**src/rtl/cwdt_defs.svh**
```systemverilog
/*
 * Constants of the crystal watchdog timer: register offsets, field
 * positions, reset values, unlock keys and timing counts.
 * Assumes an 8-bit register port with byte offsets as addresses.
 */
// Behaviour
// - Counter runs freely on every crystal clock with clk_en high
// - Select picks 2^17, 2^20, 2^23, 2^26 counts
// - Exactly 512 clocks between irq flag and reset
// - Irq flag sets at interrupt count, enabled or not
// - Reset flag sets at full count, stays readable
// - Reset enable one resets processor at time-out
// - Restart bit restarts counter for full interval
// - Reset enable and restart need timed unlock
// - AAh then 55h to C7h opens three cycles
// - Irq request only when enabled and flagged
// - Irq enable and reset enable act independently
// - Time-out select sits at clock bits 7:6
// - Enabled watchdog irq wakes the processor
// - Time counted in crystal clock periods only
`ifndef CWDT_DEFS_SVH
`define CWDT_DEFS_SVH

// ----------------------------------------------------------------
// Register offsets
// ----------------------------------------------------------------
`define CWDT_OFS_CLK_SPEED     8'h8E
`define CWDT_OFS_TIMED_ACCESS  8'hC7
`define CWDT_OFS_WDOG_CTRL     8'hD8
`define CWDT_OFS_EXT_IRQ_EN    8'hE8

// ----------------------------------------------------------------
// Field positions
// ----------------------------------------------------------------
`define CWDT_BIT_SEL_HI        7
`define CWDT_BIT_SEL_LO        6
`define CWDT_BIT_IRQ_FLAG      3
`define CWDT_BIT_RST_FLAG      2
`define CWDT_BIT_RST_EN        1
`define CWDT_BIT_RESTART       0
`define CWDT_BIT_IRQ_EN        4

// ----------------------------------------------------------------
// Reset values and keys
// ----------------------------------------------------------------
`define CWDT_RST_CLK_SPEED     8'h00
`define CWDT_RST_EXT_IRQ_EN    8'h00
`define CWDT_RST_RST_EN        1'h0
`define CWDT_UNLOCK_KEY1       8'hAA
`define CWDT_UNLOCK_KEY2       8'h55

// ----------------------------------------------------------------
// Timing counts, in crystal clocks
// ----------------------------------------------------------------
`define CWDT_RST_GAP           10'h200
`define CWDT_WIN_CYCLES        2'h3

`endif

```
**src/rtl/cwdt_pkg.sv**
```systemverilog
/*
 * Types shared by the crystal watchdog timer modules.
 * Assumes the constants header is included by each module.
 */
package cwdt_pkg;

	// ------------------------------------------------------------
	// Types
	// ------------------------------------------------------------
	// Time-out select code
	typedef logic [1:0] cwdt_sel_t;

	// Timed access unlock states
	typedef enum logic [1:0] {
		UNL_IDLE,
		UNL_ARMED,
		UNL_OPEN
	} cwdt_unl_t;

endpackage

```
**src/rtl/cwdt_top.sv**
```systemverilog
/*
 * Crystal watchdog timer: free-running counter, interrupt flag,
 * reset flag, processor reset request and register port.
 * Assumes a processor that samples the reset and interrupt requests
 * on ref_clk, and a register master with one-cycle strobes.
 */
`timescale 1ns/10ps
`include "cwdt_defs.svh"

module cwdt_top
	import cwdt_pkg::*;
#(
	parameter int CNT_W  = 27,   // Counter width
	parameter int EXP_00 = 17,   // Interrupt count exponent, select 00
	parameter int EXP_01 = 20,   // Interrupt count exponent, select 01
	parameter int EXP_10 = 23,   // Interrupt count exponent, select 10
	parameter int EXP_11 = 26    // Interrupt count exponent, select 11
)
(
	input  wire logic       ref_clk,        // Crystal clock, 50 MHz
	input  wire logic       sys_rst,        // Synchronous reset, high
	input  wire logic       clk_en,         // Clock enable
	input  wire logic [7:0] reg_addr,       // Register address
	input  wire logic [7:0] reg_wdata,      // Write data
	input  wire logic       reg_wr,         // Write strobe
	input  wire logic       reg_rd,         // Read strobe
	output logic      [7:0] reg_rdata,      // Read data, cycle after
	output logic            wdog_irq,       // Interrupt request
	output logic            wdog_wake,      // Wake from low power
	output logic            wdog_cpu_rst    // Processor reset pulse
);

	// ------------------------------------------------------------
	// Count helpers
	// ------------------------------------------------------------
	// Interrupt count length for a select code
	function automatic logic [CNT_W-1:0] sel_count(input cwdt_sel_t sel);
		logic [CNT_W-1:0] one;
		one = {{(CNT_W-1){1'b0}}, 1'b1};
		unique case (sel)
			2'h0: sel_count = one << EXP_00;
			2'h1: sel_count = one << EXP_01;
			2'h2: sel_count = one << EXP_10;
			2'h3: sel_count = one << EXP_11;
		endcase
	endfunction

	// Gap to the reset flag, at counter width
	localparam logic [CNT_W-1:0] GAP = CNT_W'(`CWDT_RST_GAP);

	// ------------------------------------------------------------
	// Registers and state
	// ------------------------------------------------------------
	logic [CNT_W-1:0] cnt_r;           // Watchdog counter
	logic [CNT_W-1:0] irq_last;        // Last count before irq flag
	logic [CNT_W-1:0] full_last;       // Last count before time-out
	logic [7:0]       clk_speed_r;     // Clock speed control
	logic [7:0]       ext_irq_en_r;    // Extended interrupt enable
	logic             irq_flag_r;      // Watchdog irq flag
	logic             rst_flag_r;      // Watchdog reset flag
	logic             rst_en_r;        // Reset enable
	logic [7:0]       rdata_r;         // Read data
	logic             irq_r;           // Registered irq request
	logic             wake_r;          // Registered wake request
	logic             cpu_rst_r;       // Registered reset pulse
	cwdt_sel_t        sel;             // Current time-out select
	logic             irq_en;          // Watchdog irq enable
	logic             hit_irq;         // Interrupt count reached
	logic             hit_full;        // Full time-out reached
	logic             wr_ta;           // Timed access write
	logic             wr_wdc;          // Watchdog control write
	logic             wr_cks;          // Clock speed write
	logic             wr_eie;          // Interrupt enable write
	logic             win_open;        // Unlock window open
	logic             restart;         // Accepted restart
	logic             clr_irq;         // Software clears irq flag
	logic             clr_rst;         // Software clears reset flag

	// ------------------------------------------------------------
	// Decode
	// ------------------------------------------------------------
	// Select bits at the top of the clock speed register
	assign sel     = {clk_speed_r[`CWDT_BIT_SEL_HI],
	                  clk_speed_r[`CWDT_BIT_SEL_LO]};
	assign irq_en  = ext_irq_en_r[`CWDT_BIT_IRQ_EN];

	// Compare points, both from the same select
	assign irq_last  = sel_count(sel) - {{(CNT_W-1){1'b0}}, 1'b1};
	assign full_last = sel_count(sel) + GAP - {{(CNT_W-1){1'b0}}, 1'b1};

	// Counter positions; >= keeps a shortened select safe
	assign hit_irq  = (cnt_r == irq_last);
	assign hit_full = (cnt_r >= full_last);

	// Write strobes per register
	assign wr_ta  = reg_wr && reg_addr == `CWDT_OFS_TIMED_ACCESS;
	assign wr_wdc = reg_wr && reg_addr == `CWDT_OFS_WDOG_CTRL;
	assign wr_cks = reg_wr && reg_addr == `CWDT_OFS_CLK_SPEED;
	assign wr_eie = reg_wr && reg_addr == `CWDT_OFS_EXT_IRQ_EN;

	// Restart only with the window open
	assign restart = wr_wdc && win_open
	                 && reg_wdata[`CWDT_BIT_RESTART];

	// Flag clears by writing zero, no unlock needed
	assign clr_irq = wr_wdc && !reg_wdata[`CWDT_BIT_IRQ_FLAG];
	assign clr_rst = wr_wdc && !reg_wdata[`CWDT_BIT_RST_FLAG];

	// ------------------------------------------------------------
	// Timed access unlock
	// ------------------------------------------------------------
	cwdt_unlock u_unlock (
		.ref_clk  (ref_clk),
		.sys_rst  (sys_rst),
		.clk_en   (clk_en),
		.wr_any   (reg_wr),
		.ta_wr    (wr_ta),
		.wdata    (reg_wdata),
		.prot_wr  (wr_wdc),
		.win_open (win_open)
	);

	// ------------------------------------------------------------
	// Watchdog counter
	// ------------------------------------------------------------
	// Counts every crystal clock with clk_en high, no enable bit
	always_ff @(posedge ref_clk)
	begin
		if (sys_rst)
			cnt_r <= '0;
		else if (clk_en)
		begin
			if (restart)
				cnt_r <= '0;
			else if (hit_full)
				cnt_r <= '0;
			else
				cnt_r <= cnt_r + {{(CNT_W-1){1'b0}}, 1'b1};
		end
	end

	// ------------------------------------------------------------
	// Status flags
	// ------------------------------------------------------------
	// Irq flag; set wins over a clear in the same cycle
	always_ff @(posedge ref_clk)
	begin
		if (sys_rst)
			irq_flag_r <= 1'b0;
		else if (clk_en)
		begin
			if (hit_irq && !restart)
				irq_flag_r <= 1'b1;
			else if (clr_irq)
				irq_flag_r <= 1'b0;
		end
	end

	// Reset flag; kept across its own processor reset
	always_ff @(posedge ref_clk)
	begin
		if (sys_rst)
			rst_flag_r <= 1'b0;
		else if (clk_en)
		begin
			if (hit_full && !restart)
				rst_flag_r <= 1'b1;
			else if (clr_rst)
				rst_flag_r <= 1'b0;
		end
	end

	// ------------------------------------------------------------
	// Control registers
	// ------------------------------------------------------------
	// Reset enable behind the unlock
	always_ff @(posedge ref_clk)
	begin
		if (sys_rst)
			rst_en_r <= `CWDT_RST_RST_EN;
		else if (clk_en && wr_wdc && win_open)
			rst_en_r <= reg_wdata[`CWDT_BIT_RST_EN];
	end

	// Clock speed control, select bits and timer rate bits
	always_ff @(posedge ref_clk)
	begin
		if (sys_rst)
			clk_speed_r <= `CWDT_RST_CLK_SPEED;
		else if (clk_en && wr_cks)
			clk_speed_r <= reg_wdata;
	end

	// Extended interrupt enable
	always_ff @(posedge ref_clk)
	begin
		if (sys_rst)
			ext_irq_en_r <= `CWDT_RST_EXT_IRQ_EN;
		else if (clk_en && wr_eie)
			ext_irq_en_r <= reg_wdata;
	end

	// ------------------------------------------------------------
	// Read port
	// ------------------------------------------------------------
	// Data stands only in the cycle after the read strobe
	always_ff @(posedge ref_clk)
	begin
		if (sys_rst)
			rdata_r <= 8'h00;
		else if (clk_en)
		begin
			rdata_r <= 8'h00;
			if (reg_rd)
			begin
				unique case (reg_addr)
					`CWDT_OFS_CLK_SPEED:
						rdata_r <= clk_speed_r;
					`CWDT_OFS_EXT_IRQ_EN:
						rdata_r <= ext_irq_en_r;
					`CWDT_OFS_WDOG_CTRL:
					begin
						// Restart reads as zero
						rdata_r[`CWDT_BIT_IRQ_FLAG] <= irq_flag_r;
						rdata_r[`CWDT_BIT_RST_FLAG] <= rst_flag_r;
						rdata_r[`CWDT_BIT_RST_EN]   <= rst_en_r;
					end
					default:
						rdata_r <= 8'h00;   // Unmapped and key register
				endcase
			end
		end
	end

	// ------------------------------------------------------------
	// Requests to the processor
	// ------------------------------------------------------------
	// Interrupt request needs flag and enable only
	always_ff @(posedge ref_clk)
	begin
		if (sys_rst)
			irq_r <= 1'b0;
		else if (clk_en)
			irq_r <= irq_flag_r && irq_en;
	end

	// Wake request follows the enabled interrupt
	always_ff @(posedge ref_clk)
	begin
		if (sys_rst)
			wake_r <= 1'b0;
		else if (clk_en)
			wake_r <= irq_flag_r && irq_en;
	end

	// Processor reset pulse, gated by reset enable only
	always_ff @(posedge ref_clk)
	begin
		if (sys_rst)
			cpu_rst_r <= 1'b0;
		else if (clk_en)
			cpu_rst_r <= hit_full && !restart && rst_en_r;
	end

	assign reg_rdata    = rdata_r;
	assign wdog_irq     = irq_r;
	assign wdog_wake    = wake_r;
	assign wdog_cpu_rst = cpu_rst_r;

	// Clocks since the irq point, counted apart from the watchdog counter
	logic [9:0] since_irq_r;   // Zero while no irq point is pending

	// Checker helper; restart, time-out and reset clear it
	always_ff @(posedge ref_clk)
	begin
		if (sys_rst)
			since_irq_r <= 10'h000;
		else if (clk_en)
		begin
			if (restart || hit_full)
				since_irq_r <= 10'h000;
			else if (hit_irq)
				since_irq_r <= 10'h001;
			else if (since_irq_r != 10'h000 && since_irq_r != 10'h3FF)
				since_irq_r <= since_irq_r + 10'h001;
		end
	end
endmodule // cwdt_top

```
**src/rtl/cwdt_unlock.sv**
```systemverilog
/*
 * Timed access unlock of the crystal watchdog timer.
 * Assumes single-cycle write strobes on the same clock as the top.
 */
`timescale 1ns/10ps
`include "cwdt_defs.svh"

module cwdt_unlock
	import cwdt_pkg::*;
(
	input  wire logic       ref_clk,   // Crystal clock
	input  wire logic       sys_rst,   // Synchronous reset, high
	input  wire logic       clk_en,    // Freezes state when low
	input  wire logic       wr_any,    // Any register write
	input  wire logic       ta_wr,     // Write to timed access reg
	input  wire logic [7:0] wdata,     // Write data
	input  wire logic       prot_wr,   // Protected register write
	output logic            win_open   // Protected write allowed
);

	// ------------------------------------------------------------
	// State
	// ------------------------------------------------------------
	cwdt_unl_t  state_r;   // Unlock state
	logic [1:0] win_r;     // Cycles left in window

	assign win_open = (state_r == UNL_OPEN);

	// Key sequence; a repeated first key re-arms, any other write breaks it
	always_ff @(posedge ref_clk)
	begin
		if (sys_rst)
			state_r <= UNL_IDLE;
		else if (clk_en)
		begin
			unique case (state_r)
				UNL_IDLE:
					if (ta_wr && wdata == `CWDT_UNLOCK_KEY1)
						state_r <= UNL_ARMED;
				UNL_ARMED:
					if (ta_wr && wdata == `CWDT_UNLOCK_KEY2)
						state_r <= UNL_OPEN;
					else if (ta_wr && wdata == `CWDT_UNLOCK_KEY1)
						state_r <= UNL_ARMED;
					else if (wr_any)
						state_r <= UNL_IDLE;
				UNL_OPEN:
					// One protected write, or timeout, closes it
					if (prot_wr || win_r == 2'h1)
						state_r <= UNL_IDLE;
			endcase
		end
	end

	// Window length counter
	always_ff @(posedge ref_clk)
	begin
		if (sys_rst)
			win_r <= 2'h0;
		else if (clk_en)
		begin
			if (state_r == UNL_ARMED && ta_wr && wdata == `CWDT_UNLOCK_KEY2)
				win_r <= `CWDT_WIN_CYCLES;
			else if (win_r != 2'h0)
				win_r <= win_r - 2'h1;
		end
	end

endmodule // cwdt_unlock

```
**config.mk**
```make
export PLATFORM = sky130hd
export DESIGN_NAME = cwdt_top
export DESIGN_NICKNAME = d
export VERILOG_FILES = /design/src/rtl/cwdt_pkg.sv /design/src/rtl/cwdt_top.sv /design/src/rtl/cwdt_unlock.sv
export VERILOG_INCLUDE_DIRS = /design/src /design/src/rtl
export SDC_FILE = /design/constraint.sdc
export NUM_CORES = 1
export LEC_CHECK = 0
export ABC_CLOCK_PERIOD_IN_PS = 3700
export BUFFER_PORTS_ARGS = -buffer_cell sky130_fd_sc_hd__buf_2
export CORE_AREA = 4 4 91 93
export CTS_BUF_LIST = sky130_fd_sc_hd__clkbuf_8
export DETAILED_ROUTE_END_ITERATION = 16
export DIE_AREA = 0 0 95 97
export PLACE_DENSITY = 0.71
export SYNTH_ARGS = -nofsm -noshare
export SYNTH_HDL_FRONTEND = slang
export SYNTH_HIERARCHICAL = 1
export SYNTH_SLANG_ARGS = --single-unit
```
**constraint.sdc**
```tcl
create_clock -name ref_clk -period 3.7 [get_ports ref_clk]
set_input_delay 0.37 -clock ref_clk [delete_from_list [all_inputs] [get_ports ref_clk]]
set_output_delay 0.37 -clock ref_clk [all_outputs]
set_load 0.02 [all_outputs]
```
==> impl_metrics.env <==
export IMPL_drive_gt1_frac=0.1514
export IMPL_clock_latency_ns=0.35
export IMPL_slowest_delay_ns=0.42
export IMPL_die_area_mm2=0.009215
export IMPL_worst_slew_margin_rel=0.5633
export IMPL_sequential_cell_area_mm2=0.001201
export IMPL_timing_final_hold_violations=0
export IMPL_first_pass_iters=4
export IMPL_worst_setup_path_start_kind="flop"
export IMPL_tritoncts_num_sinks=60
export IMPL_ys_seq_area_frac=0.3609
export IMPL_ys_types=59
export IMPL_synth_avg_cell_area_um2=7.943
export IMPL_clock_tree_from_tritoncts="done"
export IMPL_post_detailed_route_count_of_antenna_violating_nets=0
export IMPL_grt_first_pass_wirelength_um=13460
export IMPL_fmax_ghz=0.3310
export IMPL_routed_via_count=3175
export IMPL_syn_to_final_growth_pct=13.05
export IMPL_period_share=0.8166
export IMPL_cts_htree_levels=3
export IMPL_design_final_nets=472
export IMPL_synth_flop_cell="sky130_fd_sc_hd__dfxtp_1"
export IMPL_post_synth_top_area_cell="sky130_fd_sc_hd__dfxtp_1"
export IMPL_routed_via_count_divided_by_cell_count=5.762
export IMPL_place_worst_setup_slack_ns=0.6969
export IMPL_clk_path_buf_depth=2
export IMPL_drt_drc_violations_left=0
export IMPL_detailedPlacementHpwl_um=5658
export IMPL_crit_path_end_kind="flop"
export IMPL_run_status="complete, no violations"
export IMPL_register_bit_count_reported_by_yosys=60
export IMPL_buffer_cell_driving_the_clock_tree_root="sky130_fd_sc_hd__clkbuf_8"
export IMPL_antenna_violations_before_repair=0
export IMPL_die_height_um=97
export IMPL_insertedDiodeCount=0
export IMPL_number_of_enable_flip_flop_cells_after_synthesis=0
export IMPL_multiInputGateArea_mm2=0.001979
export IMPL_design_core_area_mm2=0.007527
export IMPL_post_cts_repair_setup_buffers=0
export IMPL_fin_tns_setup_ns=0
export IMPL_async_flop_share=0
export IMPL_worst_ir_drop_vdd_mv=0.2836
export IMPL_powerDensity_mw_per_mm2=356.9
export IMPL_cts_resized=0
export IMPL_worst_slew_pin_transition_ns=0.6526
export IMPL_detail_route_wirelength_um=7882
export IMPL_synth_largest_type_area_fraction=0.3609
export IMPL_critical_path_required_ns=3.97
export IMPL_total_routing_resource_utilization_after_global_routing=0.1768
export IMPL_grt_ovfl_total=0
export IMPL_wl_per_cell_um=14.30
export IMPL_cells_taking_the_most_area_after_synthesis="sky130_fd_sc_hd__dfxtp_1 36%, sky130_fd_sc_hd__nand2_1 6.8%, sky130_fd_sc_hd__nand3_1 6.0%"
export IMPL_finish_cell_count_without_fillers=551
export IMPL_detail_route_iter0_violations=167
export IMPL_synth_warnings=6
export IMPL_gpl_final_weighted_congestion=0.8202
export IMPL_die_w_um=95
export IMPL_slowest_stage="sky130_fd_sc_hd__a2111o_1"
export IMPL_critPathKind="flop to flop"
export IMPL_grt_pass1_vias=2890
export IMPL_critical_path_cell_chain="nand2b_1, ha_1, a2111o_1, a2111oi_2, o22ai_1, nor4b_4, buf_4, or3b_1, a31oi_1"
export IMPL_numPlacedInstances=535
export IMPL_std_cell_rows=32
export IMPL_timing_critical_path_arrival_ns=3.29
export IMPL_post_synthesis_net_count=447
export IMPL_floorplan_initialDensity=0.4422
export IMPL_pin_count_of_the_biggest_net_entering_global_routing=63
export IMPL_final_critical_path_setup_slack_ns=0.6788
export IMPL_slew_viol_final=0
export IMPL_power_static_leakage_nw=1.381
export IMPL_wl_met2_um=3957
export IMPL_route_top_layer_used="met4"
export IMPL_fill_count=767
export IMPL_finalSetupViolCount=0
export IMPL_synth_cell_area_mm2=0.003328
export IMPL_worstPathMaxFanout=28
export IMPL_grt_setup_unrepaired="false"
export IMPL_post_cts_hold_buffer_count=0
export IMPL_netlist_instances=419
export IMPL_hp_class="input pin to flop"
export IMPL_clock_transition_at_the_registers_of_the_reported_paths_ns=0.07
export IMPL_route_layer_met1_wl_um=3559
export IMPL_wl_met3_um=309
export IMPL_ios=32
export IMPL_finClkSkew_ns=0.009071
export IMPL_cts_inserted_buffers=9
export IMPL_max_cap_violations=0
export IMPL_io_buffer_count=31
export IMPL_period_needed_ns=3.021
## path summary, 6_finish.rpt
kind                                     from                          end  slack [ns]  depth (start not counted)
setup / recovery  clk_speed_r[7]$_SDFFE_PP0P_       cnt_r[16]$_SDFFE_PP0P_        0.68                          9
hold / removal                   reg_wdata[7]  clk_speed_r[7]$_SDFFE_PP0P_        0.33                          3
setup reg to reg  clk_speed_r[7]$_SDFFE_PP0P_       cnt_r[16]$_SDFFE_PP0P_        0.68                          9
hold reg to reg     reg_rdata[5]$_SDFFE_PP0P_    reg_rdata[5]$_SDFFE_PP0P_        0.46                          2
## metrics by stage
step	hold slack, ns	utilization	area, um^2	power [mW]
after detailed placement	0.4508	0.4726	3557	0.7510
after CTS	0.3268	0.4998	3762	1.353
after global placement	0.4478	0.4726	3557	0.7490
after global routing	0.3514	0.4998	3762	1.396
final	0.3303	0.4998	3762	1.343
after floorplan	0.4362	-	3328	0.7167
## final cells by class
cell class | count | share of cell area
repair buffers | 37 | 0.05321
flip-flops and latches | 60 | 0.3193
clock inverters | 7 | 0.02162
inverters | 13 | 0.01297
multi-input cells | 323 | 0.5261
clock buffers | 9 | 0.03292
well taps | 102 | 0.03392
## layout by cell type, fill, tap and decap left out, drive strengths merged, types with 3 or more instances in the layout
cell    netlist  routed
a22o          7       7
clkbuf       13       9
o31ai         3       3
inv          13      16
or3           4       4
and3          3       3
a22oi         3       3
nor4          9       9
o21ai        11      11
or3b          6       6
or4           4       4
buf          10      37
nand4        13      13
a31oi        22      22
nand2        60      60
nor2         46      46
mux2i        18      18
nand3        40      40
nor3          7       7
ha            7       7
dfxtp        60      60
o311ai        3       3
or2           6       6
a21oi        13      13
nand2b        7       7
## synthesized netlist by cell type (all sizes together), types with 9 or more instances
master / count
nand4: 13
nor2: 46
dfxtp: 60
clkbuf: 13
a21oi: 13
nand2: 60
o21ai: 11
inv: 13
nor4: 9
nand3: 40
a31oi: 22
buf: 10
mux2i: 18
## critical path, delay by kind of cell, from the launching register on
family                   cells  cell delay (ns)
AO/OA/AOI/OAI                4             1.12
AND/OR/NAND/NOR              3             0.85
flip-flops                   1             0.37
buffers and inverters        1             0.30
adder cells (fa/ha/maj)      1             0.29
## power breakdown
group | total, mW | switching (mW) | internal [mW]
registers | 0.652 | 0.00302 | 0.649
logic | 0.0838 | 0.0556 | 0.0282
clock network | 0.607 | 0.287 | 0.320
## sequential cells by signal, summed over array words and instances, names as in the netlist, 2 cells and up
name,flops
reg_rdata,8
u_unlock/win_r,2
clk_speed_r,8
u_unlock/state_r,2
cnt_r,27
ext_irq_en_r,8
## cell families after synthesis
family | share of synthesized area
flops | 0.3609
fa+ha+maj | 0.02631
compound gates | 0.1586
simple gates | 0.3530
buf+inv | 0.04699
mux | 0.05413
## metal layers
| layer | GRT usage | up-vias |
|---|---|---|
| met5 | 0 | - |
| met4 | 0.03441 | 0 |
| met3 | 0.04355 | 6 |
| met2 | 0.2956 | 56 |
| met1 | 0.2297 | 1526 |
| li1 | - | 1587 |
Power figures use the tool's default switching activity.
